--- src/shared/irq_unit_defs.vh ---
// constants for the two-level vectored interrupt unit
// assumes an 8-bit special-function bus with a separate bit-write port
`ifndef IRQ_UNIT_DEFS_VH
`define IRQ_UNIT_DEFS_VH

`define EN_ADDR 8'hA8
`define PRI_ADDR 8'hB8
`define XEN_A_ADDR 8'hE6
`define XPRI_A_ADDR 8'hF6
`define XEN_B_ADDR 8'hE7
`define XPRI_B_ADDR 8'hF7

`define EN_BIT_BASE 5'h15
`define PRI_BIT_BASE 5'h17

`define EN_RESET 8'h00
`define PRI_RESET 8'h00
`define EXT_RESET 8'h00
`define PRI_UNUSED_BIT 7
`define GLOBAL_EN_BIT 7

`define NUM_SRC 19
`define IDX_W 5
`define VEC_BASE 16'h0003
`define VEC_SHIFT 3
`define RESET_VEC 16'h0000

`define SRC_EXT0 5'h00
`define SRC_TMR0 5'h01
`define SRC_EXT1 5'h02
`define SRC_TMR1 5'h03

`define DETECT_CYCLES 1
`define CALL_CYCLES 3'h5
`define RETI_CYCLES 5
`define DIV_CYCLES 8
`define MIN_LATENCY 7
`define MAX_LATENCY 19

`endif

--- src/logic/irq_pick.v ---
// lowest-index-first picker over a request vector
// purely combinational; the caller registers the result
`timescale 1ns/1ps
`include "irq_unit_defs.vh"

module irq_pick #(
    parameter N = `NUM_SRC
) (
    input wire [N-1:0] req,
    output wire any,
    output reg [`IDX_W-1:0] idx
);

    wire [N:0] seen;
    wire [N-1:0] oneHot;
    integer k;

    assign seen[0] = 1'b0;

    genvar i;
    generate
        for (i = 0; i < N; i = i + 1)
        begin : g_chain
            assign oneHot[i] = req[i] & ~seen[i];
            assign seen[i+1] = seen[i] | req[i];
        end
    endgenerate

    assign any = seen[N];

    always @*
    begin
        idx = {`IDX_W{1'b0}};
        for (k = 0; k < N; k = k + 1)
        begin
            if (oneHot[k])
            begin
                idx = idx | k[`IDX_W-1:0];
            end
        end
    end

endmodule // irq_pick

--- src/logic/irq_level_stack.v ---
// in-service priority level tracker, one bit per level
// push on each vector call, pop on each return-from-interrupt
`timescale 1ns/1ps

module irq_level_stack (
    input wire core_clk,
    input wire nrst,
    input wire push,
    input wire pushHigh,
    input wire pop,
    output wire inServiceLow,
    output wire inServiceHigh
);

    reg lowActive_ff;
    reg highActive_ff;
    reg nxt_lowActive;
    reg nxt_highActive;

    always @*
    begin
        nxt_lowActive = lowActive_ff;
        nxt_highActive = highActive_ff;
        // a return closes the innermost routine: the high one if running, else the low one
        if (pop)
        begin
            if (highActive_ff)
            begin
                nxt_highActive = 1'b0;
            end
            else
            begin
                nxt_lowActive = 1'b0;
            end
        end
        if (push)
        begin
            if (pushHigh)
            begin
                nxt_highActive = 1'b1;
            end
            else
            begin
                nxt_lowActive = 1'b1;
            end
        end
    end

    always @(posedge core_clk)
    begin
        if (!nrst)
        begin
            lowActive_ff <= 1'b0;
            highActive_ff <= 1'b0;
        end
        else
        begin
            lowActive_ff <= nxt_lowActive;
            highActive_ff <= nxt_highActive;
        end
    end

    assign inServiceLow = lowActive_ff;
    assign inServiceHigh = highActive_ff;

endmodule // irq_level_stack

--- src/logic/irq_vector_unit.v ---
// two-level vectored interrupt unit for a single-cycle 8-bit core
// assumes flags and core strobes come from logic on core_clk
//
// Function
// - sample and arbitrate all requests every clock
// - fastest response is seven clocks
// - one instruction completes after return before call
// - worst unblocked response is nineteen clocks
// - equal or higher routine blocks until return
// - vector is three plus eight times index
// - same level ties go to lowest index
// - hardware clears external and timer0/1 flags
// - supply warning read-only, port match flagless
// - enable bit seven gates every source
// - enable bits six..zero mask first seven sources
// - enable register at A8, bit-addressable, resets zero
// - timer2 low or high overflow share vector
// - multi-flag sources request when any flag set
// - sources seven up use extended register pairs
// - indirect alarm and oscillator flags feed directly
// - high preempts low, high never preempted
// - requests stay pending while globally disabled
// - flag still set after return re-requests
`timescale 1ns/1ps
`include "irq_unit_defs.vh"

module irq_vector_unit #(
    parameter PCA_W = 7
) (
    input wire core_clk,
    input wire nrst,
    // special-function bus
    input wire [7:0] sfrAddr,
    input wire sfrWrEn,
    input wire [7:0] sfrWrData,
    input wire sfrRdEn,
    output wire [7:0] sfrRdData,
    input wire [7:0] bitAddr,
    input wire bitWrEn,
    input wire bitWrData,
    // core sequencer
    input wire instrDone,
    input wire retiDone,
    output wire irqReq,
    output wire [15:0] irqVector,
    output wire inServiceLow,
    output wire inServiceHigh,
    // peripheral pending flags
    input wire extInput0Pending,
    input wire timer0OverflowFlag,
    input wire extInput1Pending,
    input wire timer1OverflowFlag,
    input wire uartRxFlag,
    input wire uartTxFlag,
    input wire timer2LowOverflowFlag,
    input wire timer2HighOverflowFlag,
    input wire [3:0] spi0Flags,
    input wire smbusFlag,
    input wire rtcAlarmFlag,
    input wire adcWindowFlag,
    input wire adcDoneFlag,
    input wire [PCA_W-1:0] pcaFlags,
    input wire [1:0] cmp0Flags,
    input wire [1:0] cmp1Flags,
    input wire [1:0] timer3Flags,
    input wire supplyWarningFlag,
    input wire portMatchReq,
    input wire clockOscFailureFlag,
    input wire [3:0] spi1Flags,
    // hardware clears on vectoring
    output wire clrExtInput0Pending,
    output wire clrTimer0OverflowFlag,
    output wire clrExtInput1Pending,
    output wire clrTimer1OverflowFlag
);

    reg [7:0] irqEnableMask_ff;
    reg [7:0] priorityLevelReg_ff;
    reg [7:0] extendedEnableRegA_ff;
    reg [7:0] extendedPriorityRegA_ff;
    reg [3:0] extendedEnableRegB_ff;
    reg [3:0] extendedPriorityRegB_ff;
    reg [7:0] sfrRdData_ff;
    reg irqReq_ff;
    reg [15:0] irqVector_ff;
    reg [`IDX_W-1:0] grantIdx_ff;
    reg grantHigh_ff;
    reg [2:0] callCnt_ff;
    reg [3:0] hwClr_ff;

    reg [7:0] nxt_irqEnableMask;
    reg [7:0] nxt_priorityLevelReg;
    reg [7:0] nxt_sfrRdData;
    reg nxt_irqReq;
    reg [`IDX_W-1:0] nxt_grantIdx;
    reg nxt_grantHigh;
    reg [3:0] nxt_hwClr;

    wire [`NUM_SRC-1:0] srcReq;
    wire [`NUM_SRC-1:0] srcEnable;
    wire [`NUM_SRC-1:0] srcHigh;
    wire [`NUM_SRC-1:0] enabledReq;
    wire globalIrqEnable;
    wire hiAny;
    wire loAny;
    wire [`IDX_W-1:0] hiIdx;
    wire [`IDX_W-1:0] loIdx;
    wire allowHigh;
    wire allowLow;
    wire callBusy;
    wire take;
    wire [15:0] nxtVector;
    wire enBitHit;
    wire prioBitHit;

    // flags are levels from their owners; a flag held while disabled
    // simply waits here
    assign srcReq[0] = extInput0Pending;
    assign srcReq[1] = timer0OverflowFlag;
    assign srcReq[2] = extInput1Pending;
    assign srcReq[3] = timer1OverflowFlag;
    assign srcReq[4] = uartRxFlag | uartTxFlag;
    assign srcReq[5] = timer2LowOverflowFlag | timer2HighOverflowFlag;
    assign srcReq[6] = |spi0Flags;
    assign srcReq[7] = smbusFlag;
    assign srcReq[8] = rtcAlarmFlag;
    assign srcReq[9] = adcWindowFlag;
    assign srcReq[10] = adcDoneFlag;
    assign srcReq[11] = |pcaFlags;
    assign srcReq[12] = |cmp0Flags;
    assign srcReq[13] = |cmp1Flags;
    assign srcReq[14] = |timer3Flags;
    // read-only flag and flagless source: only the enable can stop them
    assign srcReq[15] = supplyWarningFlag;
    assign srcReq[16] = portMatchReq;
    assign srcReq[17] = clockOscFailureFlag;
    assign srcReq[18] = |spi1Flags;

    assign srcEnable = {extendedEnableRegB_ff, extendedEnableRegA_ff,
        irqEnableMask_ff[6:0]};
    assign srcHigh = {extendedPriorityRegB_ff, extendedPriorityRegA_ff,
        priorityLevelReg_ff[6:0]};

    assign globalIrqEnable = irqEnableMask_ff[`GLOBAL_EN_BIT];
    assign enabledReq = srcReq & srcEnable
        & {`NUM_SRC{globalIrqEnable}};

    irq_pick #(
        .N(`NUM_SRC)
    ) u_pickHigh (
        .req(enabledReq & srcHigh),
        .any(hiAny),
        .idx(hiIdx)
    );

    irq_pick #(
        .N(`NUM_SRC)
    ) u_pickLow (
        .req(enabledReq & ~srcHigh),
        .any(loAny),
        .idx(loIdx)
    );

    // a running high routine blocks all; a running low blocks low
    assign allowHigh = ~inServiceHigh;
    assign allowLow = ~inServiceHigh & ~inServiceLow;

    // the call itself occupies the core; no new grant until it ends
    assign callBusy = (callCnt_ff != 3'h0);

    // the boundary that ends a return never takes the call, so exactly
    // one more instruction runs first
    assign take = irqReq_ff & instrDone & ~retiDone;

    assign nxtVector = `VEC_BASE
        + ({11'h000, nxt_grantIdx} << `VEC_SHIFT);

    assign enBitHit = (bitAddr[7:3] == `EN_BIT_BASE);
    assign prioBitHit = (bitAddr[7:3] == `PRI_BIT_BASE);

    // arbitration, redone every clock from fresh flags
    always @*
    begin
        nxt_grantIdx = grantIdx_ff;
        nxt_grantHigh = grantHigh_ff;
        nxt_irqReq = 1'b0;
        if (hiAny && allowHigh)
        begin
            nxt_grantIdx = hiIdx;
            nxt_grantHigh = 1'b1;
            nxt_irqReq = 1'b1;
        end
        else if (loAny && allowLow)
        begin
            nxt_grantIdx = loIdx;
            nxt_grantHigh = 1'b0;
            nxt_irqReq = 1'b1;
        end
        // one detect cycle in front of the boundary
        if (callBusy || take)
        begin
            nxt_irqReq = 1'b0;
        end
    end

    // hardware clear pulses for the self-clearing sources
    always @*
    begin
        nxt_hwClr = 4'h0;
        if (take)
        begin
            nxt_hwClr[0] = (grantIdx_ff == `SRC_EXT0);
            nxt_hwClr[1] = (grantIdx_ff == `SRC_TMR0);
            nxt_hwClr[2] = (grantIdx_ff == `SRC_EXT1);
            nxt_hwClr[3] = (grantIdx_ff == `SRC_TMR1);
        end
    end

    // byte writes, then bit writes on the bit-addressable pair
    always @*
    begin
        nxt_irqEnableMask = irqEnableMask_ff;
        nxt_priorityLevelReg = priorityLevelReg_ff;
        if (sfrWrEn && sfrAddr == `EN_ADDR)
        begin
            nxt_irqEnableMask = sfrWrData;
        end
        if (sfrWrEn && sfrAddr == `PRI_ADDR)
        begin
            nxt_priorityLevelReg = sfrWrData;
        end
        if (bitWrEn && enBitHit)
        begin
            nxt_irqEnableMask[bitAddr[2:0]] = bitWrData;
        end
        if (bitWrEn && prioBitHit)
        begin
            nxt_priorityLevelReg[bitAddr[2:0]] = bitWrData;
        end
        // unused priority bit is not storage
        nxt_priorityLevelReg[`PRI_UNUSED_BIT] = 1'b0;
    end

    always @*
    begin
        nxt_sfrRdData = 8'h00;
        if (sfrRdEn)
        begin
            case (sfrAddr)
                `EN_ADDR: nxt_sfrRdData = irqEnableMask_ff;
                `PRI_ADDR: nxt_sfrRdData = priorityLevelReg_ff
                    | (8'h01 << `PRI_UNUSED_BIT);
                `XEN_A_ADDR: nxt_sfrRdData = extendedEnableRegA_ff;
                `XPRI_A_ADDR: nxt_sfrRdData = extendedPriorityRegA_ff;
                `XEN_B_ADDR: nxt_sfrRdData = {4'h0, extendedEnableRegB_ff};
                `XPRI_B_ADDR: nxt_sfrRdData = {4'h0, extendedPriorityRegB_ff};
                default: nxt_sfrRdData = 8'h00;
            endcase
        end
    end

    always @(posedge core_clk)
    begin
        if (!nrst)
        begin
            irqEnableMask_ff <= `EN_RESET;
            priorityLevelReg_ff <= `PRI_RESET;
            extendedEnableRegA_ff <= `EXT_RESET;
            extendedPriorityRegA_ff <= `EXT_RESET;
            extendedEnableRegB_ff <= 4'h0;
            extendedPriorityRegB_ff <= 4'h0;
            sfrRdData_ff <= 8'h00;
            irqReq_ff <= 1'b0;
            irqVector_ff <= `RESET_VEC;
            grantIdx_ff <= {`IDX_W{1'b0}};
            grantHigh_ff <= 1'b0;
            callCnt_ff <= 3'h0;
            hwClr_ff <= 4'h0;
        end
        else
        begin
            irqEnableMask_ff <= nxt_irqEnableMask;
            priorityLevelReg_ff <= nxt_priorityLevelReg;
            if (sfrWrEn && sfrAddr == `XEN_A_ADDR)
            begin
                extendedEnableRegA_ff <= sfrWrData;
            end
            if (sfrWrEn && sfrAddr == `XPRI_A_ADDR)
            begin
                extendedPriorityRegA_ff <= sfrWrData;
            end
            if (sfrWrEn && sfrAddr == `XEN_B_ADDR)
            begin
                extendedEnableRegB_ff <= sfrWrData[3:0];
            end
            if (sfrWrEn && sfrAddr == `XPRI_B_ADDR)
            begin
                extendedPriorityRegB_ff <= sfrWrData[3:0];
            end
            sfrRdData_ff <= nxt_sfrRdData;
            irqReq_ff <= nxt_irqReq;
            // vector and index freeze once the call is committed
            if (!take && !callBusy)
            begin
                grantIdx_ff <= nxt_grantIdx;
                grantHigh_ff <= nxt_grantHigh;
                irqVector_ff <= nxtVector;
            end
            if (take)
            begin
                callCnt_ff <= `CALL_CYCLES;
            end
            else if (callBusy)
            begin
                callCnt_ff <= callCnt_ff - 3'h1;
            end
            hwClr_ff <= nxt_hwClr;
        end
    end

    irq_level_stack u_levels (
        .core_clk(core_clk),
        .nrst(nrst),
        .push(take),
        .pushHigh(grantHigh_ff),
        .pop(retiDone),
        .inServiceLow(inServiceLow),
        .inServiceHigh(inServiceHigh)
    );

    assign sfrRdData = sfrRdData_ff;
    assign irqReq = irqReq_ff;
    assign irqVector = irqVector_ff;
    assign clrExtInput0Pending = hwClr_ff[0];
    assign clrTimer0OverflowFlag = hwClr_ff[1];
    assign clrExtInput1Pending = hwClr_ff[2];
    assign clrTimer1OverflowFlag = hwClr_ff[3];

endmodule // irq_vector_unit

--- config.mk ---
export PLATFORM = sky130hd
export DESIGN_NAME = irq_vector_unit
export DESIGN_NICKNAME = d
export VERILOG_FILES = /design/src/logic/irq_pick.v /design/src/logic/irq_level_stack.v /design/src/logic/irq_vector_unit.v
export VERILOG_INCLUDE_DIRS = /design/src /design/src/shared
export SDC_FILE = /design/constraint.sdc
export NUM_CORES = 1
export LEC_CHECK = 0
export ABC_AREA = 1
export BUFFER_PORTS_ARGS = -buffer_cell sky130_fd_sc_hd__clkbuf_2
export CAP_MARGIN = 10
export CORE_MARGIN = 8
export CORE_UTILIZATION = 30
export CTS_CLUSTER_DIAMETER = 50
export CTS_CLUSTER_SIZE = 28
export DETAILED_ROUTE_END_ITERATION = 7
export GPL_ROUTABILITY_DRIVEN = 0
export PLACE_DENSITY = 0.49
export SKIP_LAST_GASP = 1
export SYNTH_ARGS = -nofsm -noshare
export SYNTH_HDL_FRONTEND = slang
export SYNTH_SLANG_ARGS = --single-unit
export TNS_END_PERCENT = 50
--- constraint.sdc ---
create_clock -name core_clk -period 2.5 [get_ports core_clk]
set_clock_uncertainty 0.2 [all_clocks]
set_input_delay 0.375 -clock core_clk [delete_from_list [all_inputs] [get_ports core_clk]]
set_output_delay 0.375 -clock core_clk [all_outputs]
set_load 0.01 [all_outputs]
==> results.tsv <==
stage	metric	value	unit
outcome	status	complete, no violations	
timing	final-hold-violation-count	0	
timing	rsz0062_at_grt	no	
die	die_w	134	um
cells_and_area	diodes	0	
critical_path	reg2reg_to	grantIdx_ff[1]	
global_route	overflow	0	
pwr	p_per_area	523	nW/um^2
detailed_routing	viasPerCell	4.95	
placed_design	port_buffers	89	
critical_path	cp-start-kind	flip-flop	
clock_network	post_cts_buffers	0	
logic_synthesis	avgSynthCellArea	6.56	sq um
global_route	grt_util_all_layers	16.3	%
critical_path	critical_path.startpoint	irqEnableMask_ff[7]	
pwr	total_power	2650	uW
global_route	grt_pass1_wl	22900	um
timing	period_needed	2240	ps
detailed_routing	drtIter0Drc	274	
clock_network	cts_made_buffers	9	
timing	tightest_slew	499	ps
critical_path	critPathMaxFanout	28	
clock_network	clockBufferDepth	2	
pwr	vdd_ir_drop_max	0.000293	V
timing	timing.slew.headroom	66.6	%
detailed_routing	drc	0	
cells_and_area	drive_above_1_share	21.9	%
detailed_routing	wl	14300	um
critical_path	reg2regPathDepth	14	
die	die-area	17800	sq um
clock_network	cts_num_sinks	64	
die	rows	43	
timing	fmax	0.446	GHz
cells_and_area	nNetsFinal	797	
critical_path	crit_path_end	grantIdx_ff[1]	
critical_path	r2r_setup_slack	260	ps
clock_network	clk_pin_slew_worst_paths	60	ps
clock_network	holdBufCountCts	0	
critical_path	cp.arrival	2290	ps
die	die_h	134	um
clock_network	clockRootBuffer	clkbuf_16	
placed_design	dpl_cell_area	4780	sq um
critical_path	crit_path_end_kind	flip-flop	
detailed_routing	dr.pass1.iters	5	
critical_path	r2r-start	irqEnableMask_ff[7]	
job	drv_cap	0	
logic_synthesis	synth-seq-cells	64	
global_route	antenna_found_initial	0	
critical_path	crit_required	2540	ps
timing	finalSetupViolations	0	
logic_synthesis	syn_area	4150	sq um
worst_hold_path	hold_class	in2reg	
global_route	grt_max_degree	29	
clock_network	insertion_delay	340	ps
cells_and_area	postLayoutCellArea	5060	sq um
detailed_routing	vias	4503	
die	core_area	13700	sq um
timing	tns	0	ps
critical_path	worstSetupPathType	reg2reg	
global_route	grt_pass1_vias	4369	
logic_synthesis	synth_warnings	0	
logic_synthesis	synth_cell_types	42	
cells_and_area	area_growth	22.1	%
logic_synthesis	syn_inst	632	
die	start_util	30.3	%
detailed_routing	post_drt_wl_per_cell	15.7	um
detailed_routing	drt.antenna.violating_nets	0	
logic_synthesis	ys_seq_area_share	30.9	%
die	io_pins	99	
clock_network	cts_tree	done	
pwr	p_leak	0.00235	uW
placed_design	hpwl	11600	um
clock_network	cts_max_level	3	
timing	period_share	89.7	%
timing	final_max_slew_viol_count	0	
[cell usage after synthesis (all sizes together)]
cell / number / share of area (%)
nand2: 111 / 11
inv: 101 / 9.1
nor2: 98 / 11
dfxtp: 64 / 31
nand3: 56 / 8.1
a21oi: 52 / 6.3
o21ai: 40 / 4.8
nand4: 27 / 5.6
nor3: 17 / 2.4
buf: 15 / 2.8
o22ai: 9 / 1.4
clkbuf: 7 / 0.63
a31oi: 6 / 0.91
a221oi: 5 / 1.1
a22oi: 5 / 0.91
nand3b: 4 / 0.72
nor4: 4 / 0.75
ha: 3 / 0.91
a2111oi: 1 / 0.21
a41oi: 1 / 0.21
clkinv: 1 / 0.090
conb: 1 / 0.090
nor2b: 1 / 0.15
o211ai: 1 / 0.18
o21bai: 1 / 0.18
o31ai: 1 / 0.18
[metal layers]
metal | GRT usage (%) | wire length, um
met5 | 0 | 0
met1 | 19.8 | 6410
met3 | 3.50 | 875
met2 | 27.1 | 6710
met4 | 7.30 | 344
[metrics by stage]
step	setup WS, ps	cells	hold WS (ps)	util [%]
after floorplan	580	640	241	-
after global placement	245	895	251	34.9
after detailed placement	217	895	260	34.9
after CTS	284	910	144	37.0
after global routing	50.6	910	156	37.0
final	258	910	144	37.0
[what timing repair did]
action,4_1_cts,5_1_grt
gates resized for setup,0,1
hold endpoints to repair,0,0
endpoints found under the setup margin,0,4
[cell families (layout without fill, tap and decap cells)]
| kind of cell | Yosys count | in the layout | share of synthesized area (%) |
|---|---|---|---|
| AND/OR/NAND/NOR | 318 | 318 | 39.1 |
| buffers and inverters | 124 | 214 | 12.7 |
| AO/OA/AOI/OAI | 122 | 122 | 16.3 |
| flip-flops | 64 | 64 | 30.9 |
| adder cells (fa/ha/maj) | 3 | 3 | 0.905 |
| other | 1 | 9 | 0.0904 |
[cell type report]
cell class / count / area [sq um]
Fill cell: 1513 / 8600
Multi-Input combinational cell: 452 / 2370
Sequential cell: 64 / 1280
Timing Repair Buffer: 97 / 518
Inverter: 102 / 383
Clock buffer: 12 / 236
Tap cell: 180 / 225
Clock inverter: 3 / 43.8
[critical path, cell delays in order, from the launching register on]
cell and delay [ps]:
dfxtp_1 350, buf_12 200, nand2_2 80, inv_2 60, nand3_1 150, nand4_1 260
nor2_2 90, nand3_1 140, nand3b_1 130, a21oi_1 130, nand2_1 90, nand2_1 80
nand2_1 50, nor2_1 90, nor2_1 40
[registers in the layout, indices dropped and copies added, names as in the netlist, 3 cells and up]
signal,flops
callCnt_ff,3
extendedEnableRegA_ff,8
priorityLevelReg_ff,7
hwClr_ff,4
sfrRdData,8
extendedPriorityRegA_ff,8
extendedEnableRegB_ff,4
irqEnableMask_ff,8
grantIdx_ff,5
extendedPriorityRegB_ff,4
[worst min-delay path by stage]
stage	from	cells after the start	slack (ps)	endpoint
finish	sfrWrData[5]	3	140	irqEnableMask_ff[5]
global route	sfrWrData[5]	3	160	irqEnableMask_ff[5]
CTS	sfrWrData[4]	3	140	extendedEnableRegA_ff[4]
detailed placement	callCnt_ff[0]	2	260	callCnt_ff[0]
global placement	callCnt_ff[0]	2	250	callCnt_ff[0]
floorplan	callCnt_ff[0]	2	240	callCnt_ff[0]
[report_power, final]
part           switching, uW  internal [uW]  total, uW  leakage (uW)
Sequential              19.2           1050       1070      0.000516
Clock                    494            768       1260      0.000137
Combinational            202            111        313       0.00169
[placed cells by master (no fill, tap or decap), drive strengths merged, types with 9 or more instances in the layout]
| master | count |
|---|---|
| nand2 | 111 |
| inv | 101 |
| clkbuf | 101 |
| nor2 | 98 |
| dfxtp | 64 |
| nand3 | 56 |
| a21oi | 52 |
| o21ai | 40 |
| nand4 | 27 |
| nor3 | 17 |
| o22ai | 9 |
| conb | 9 |
No activity file was read; power rests on OpenSTA's default activity.
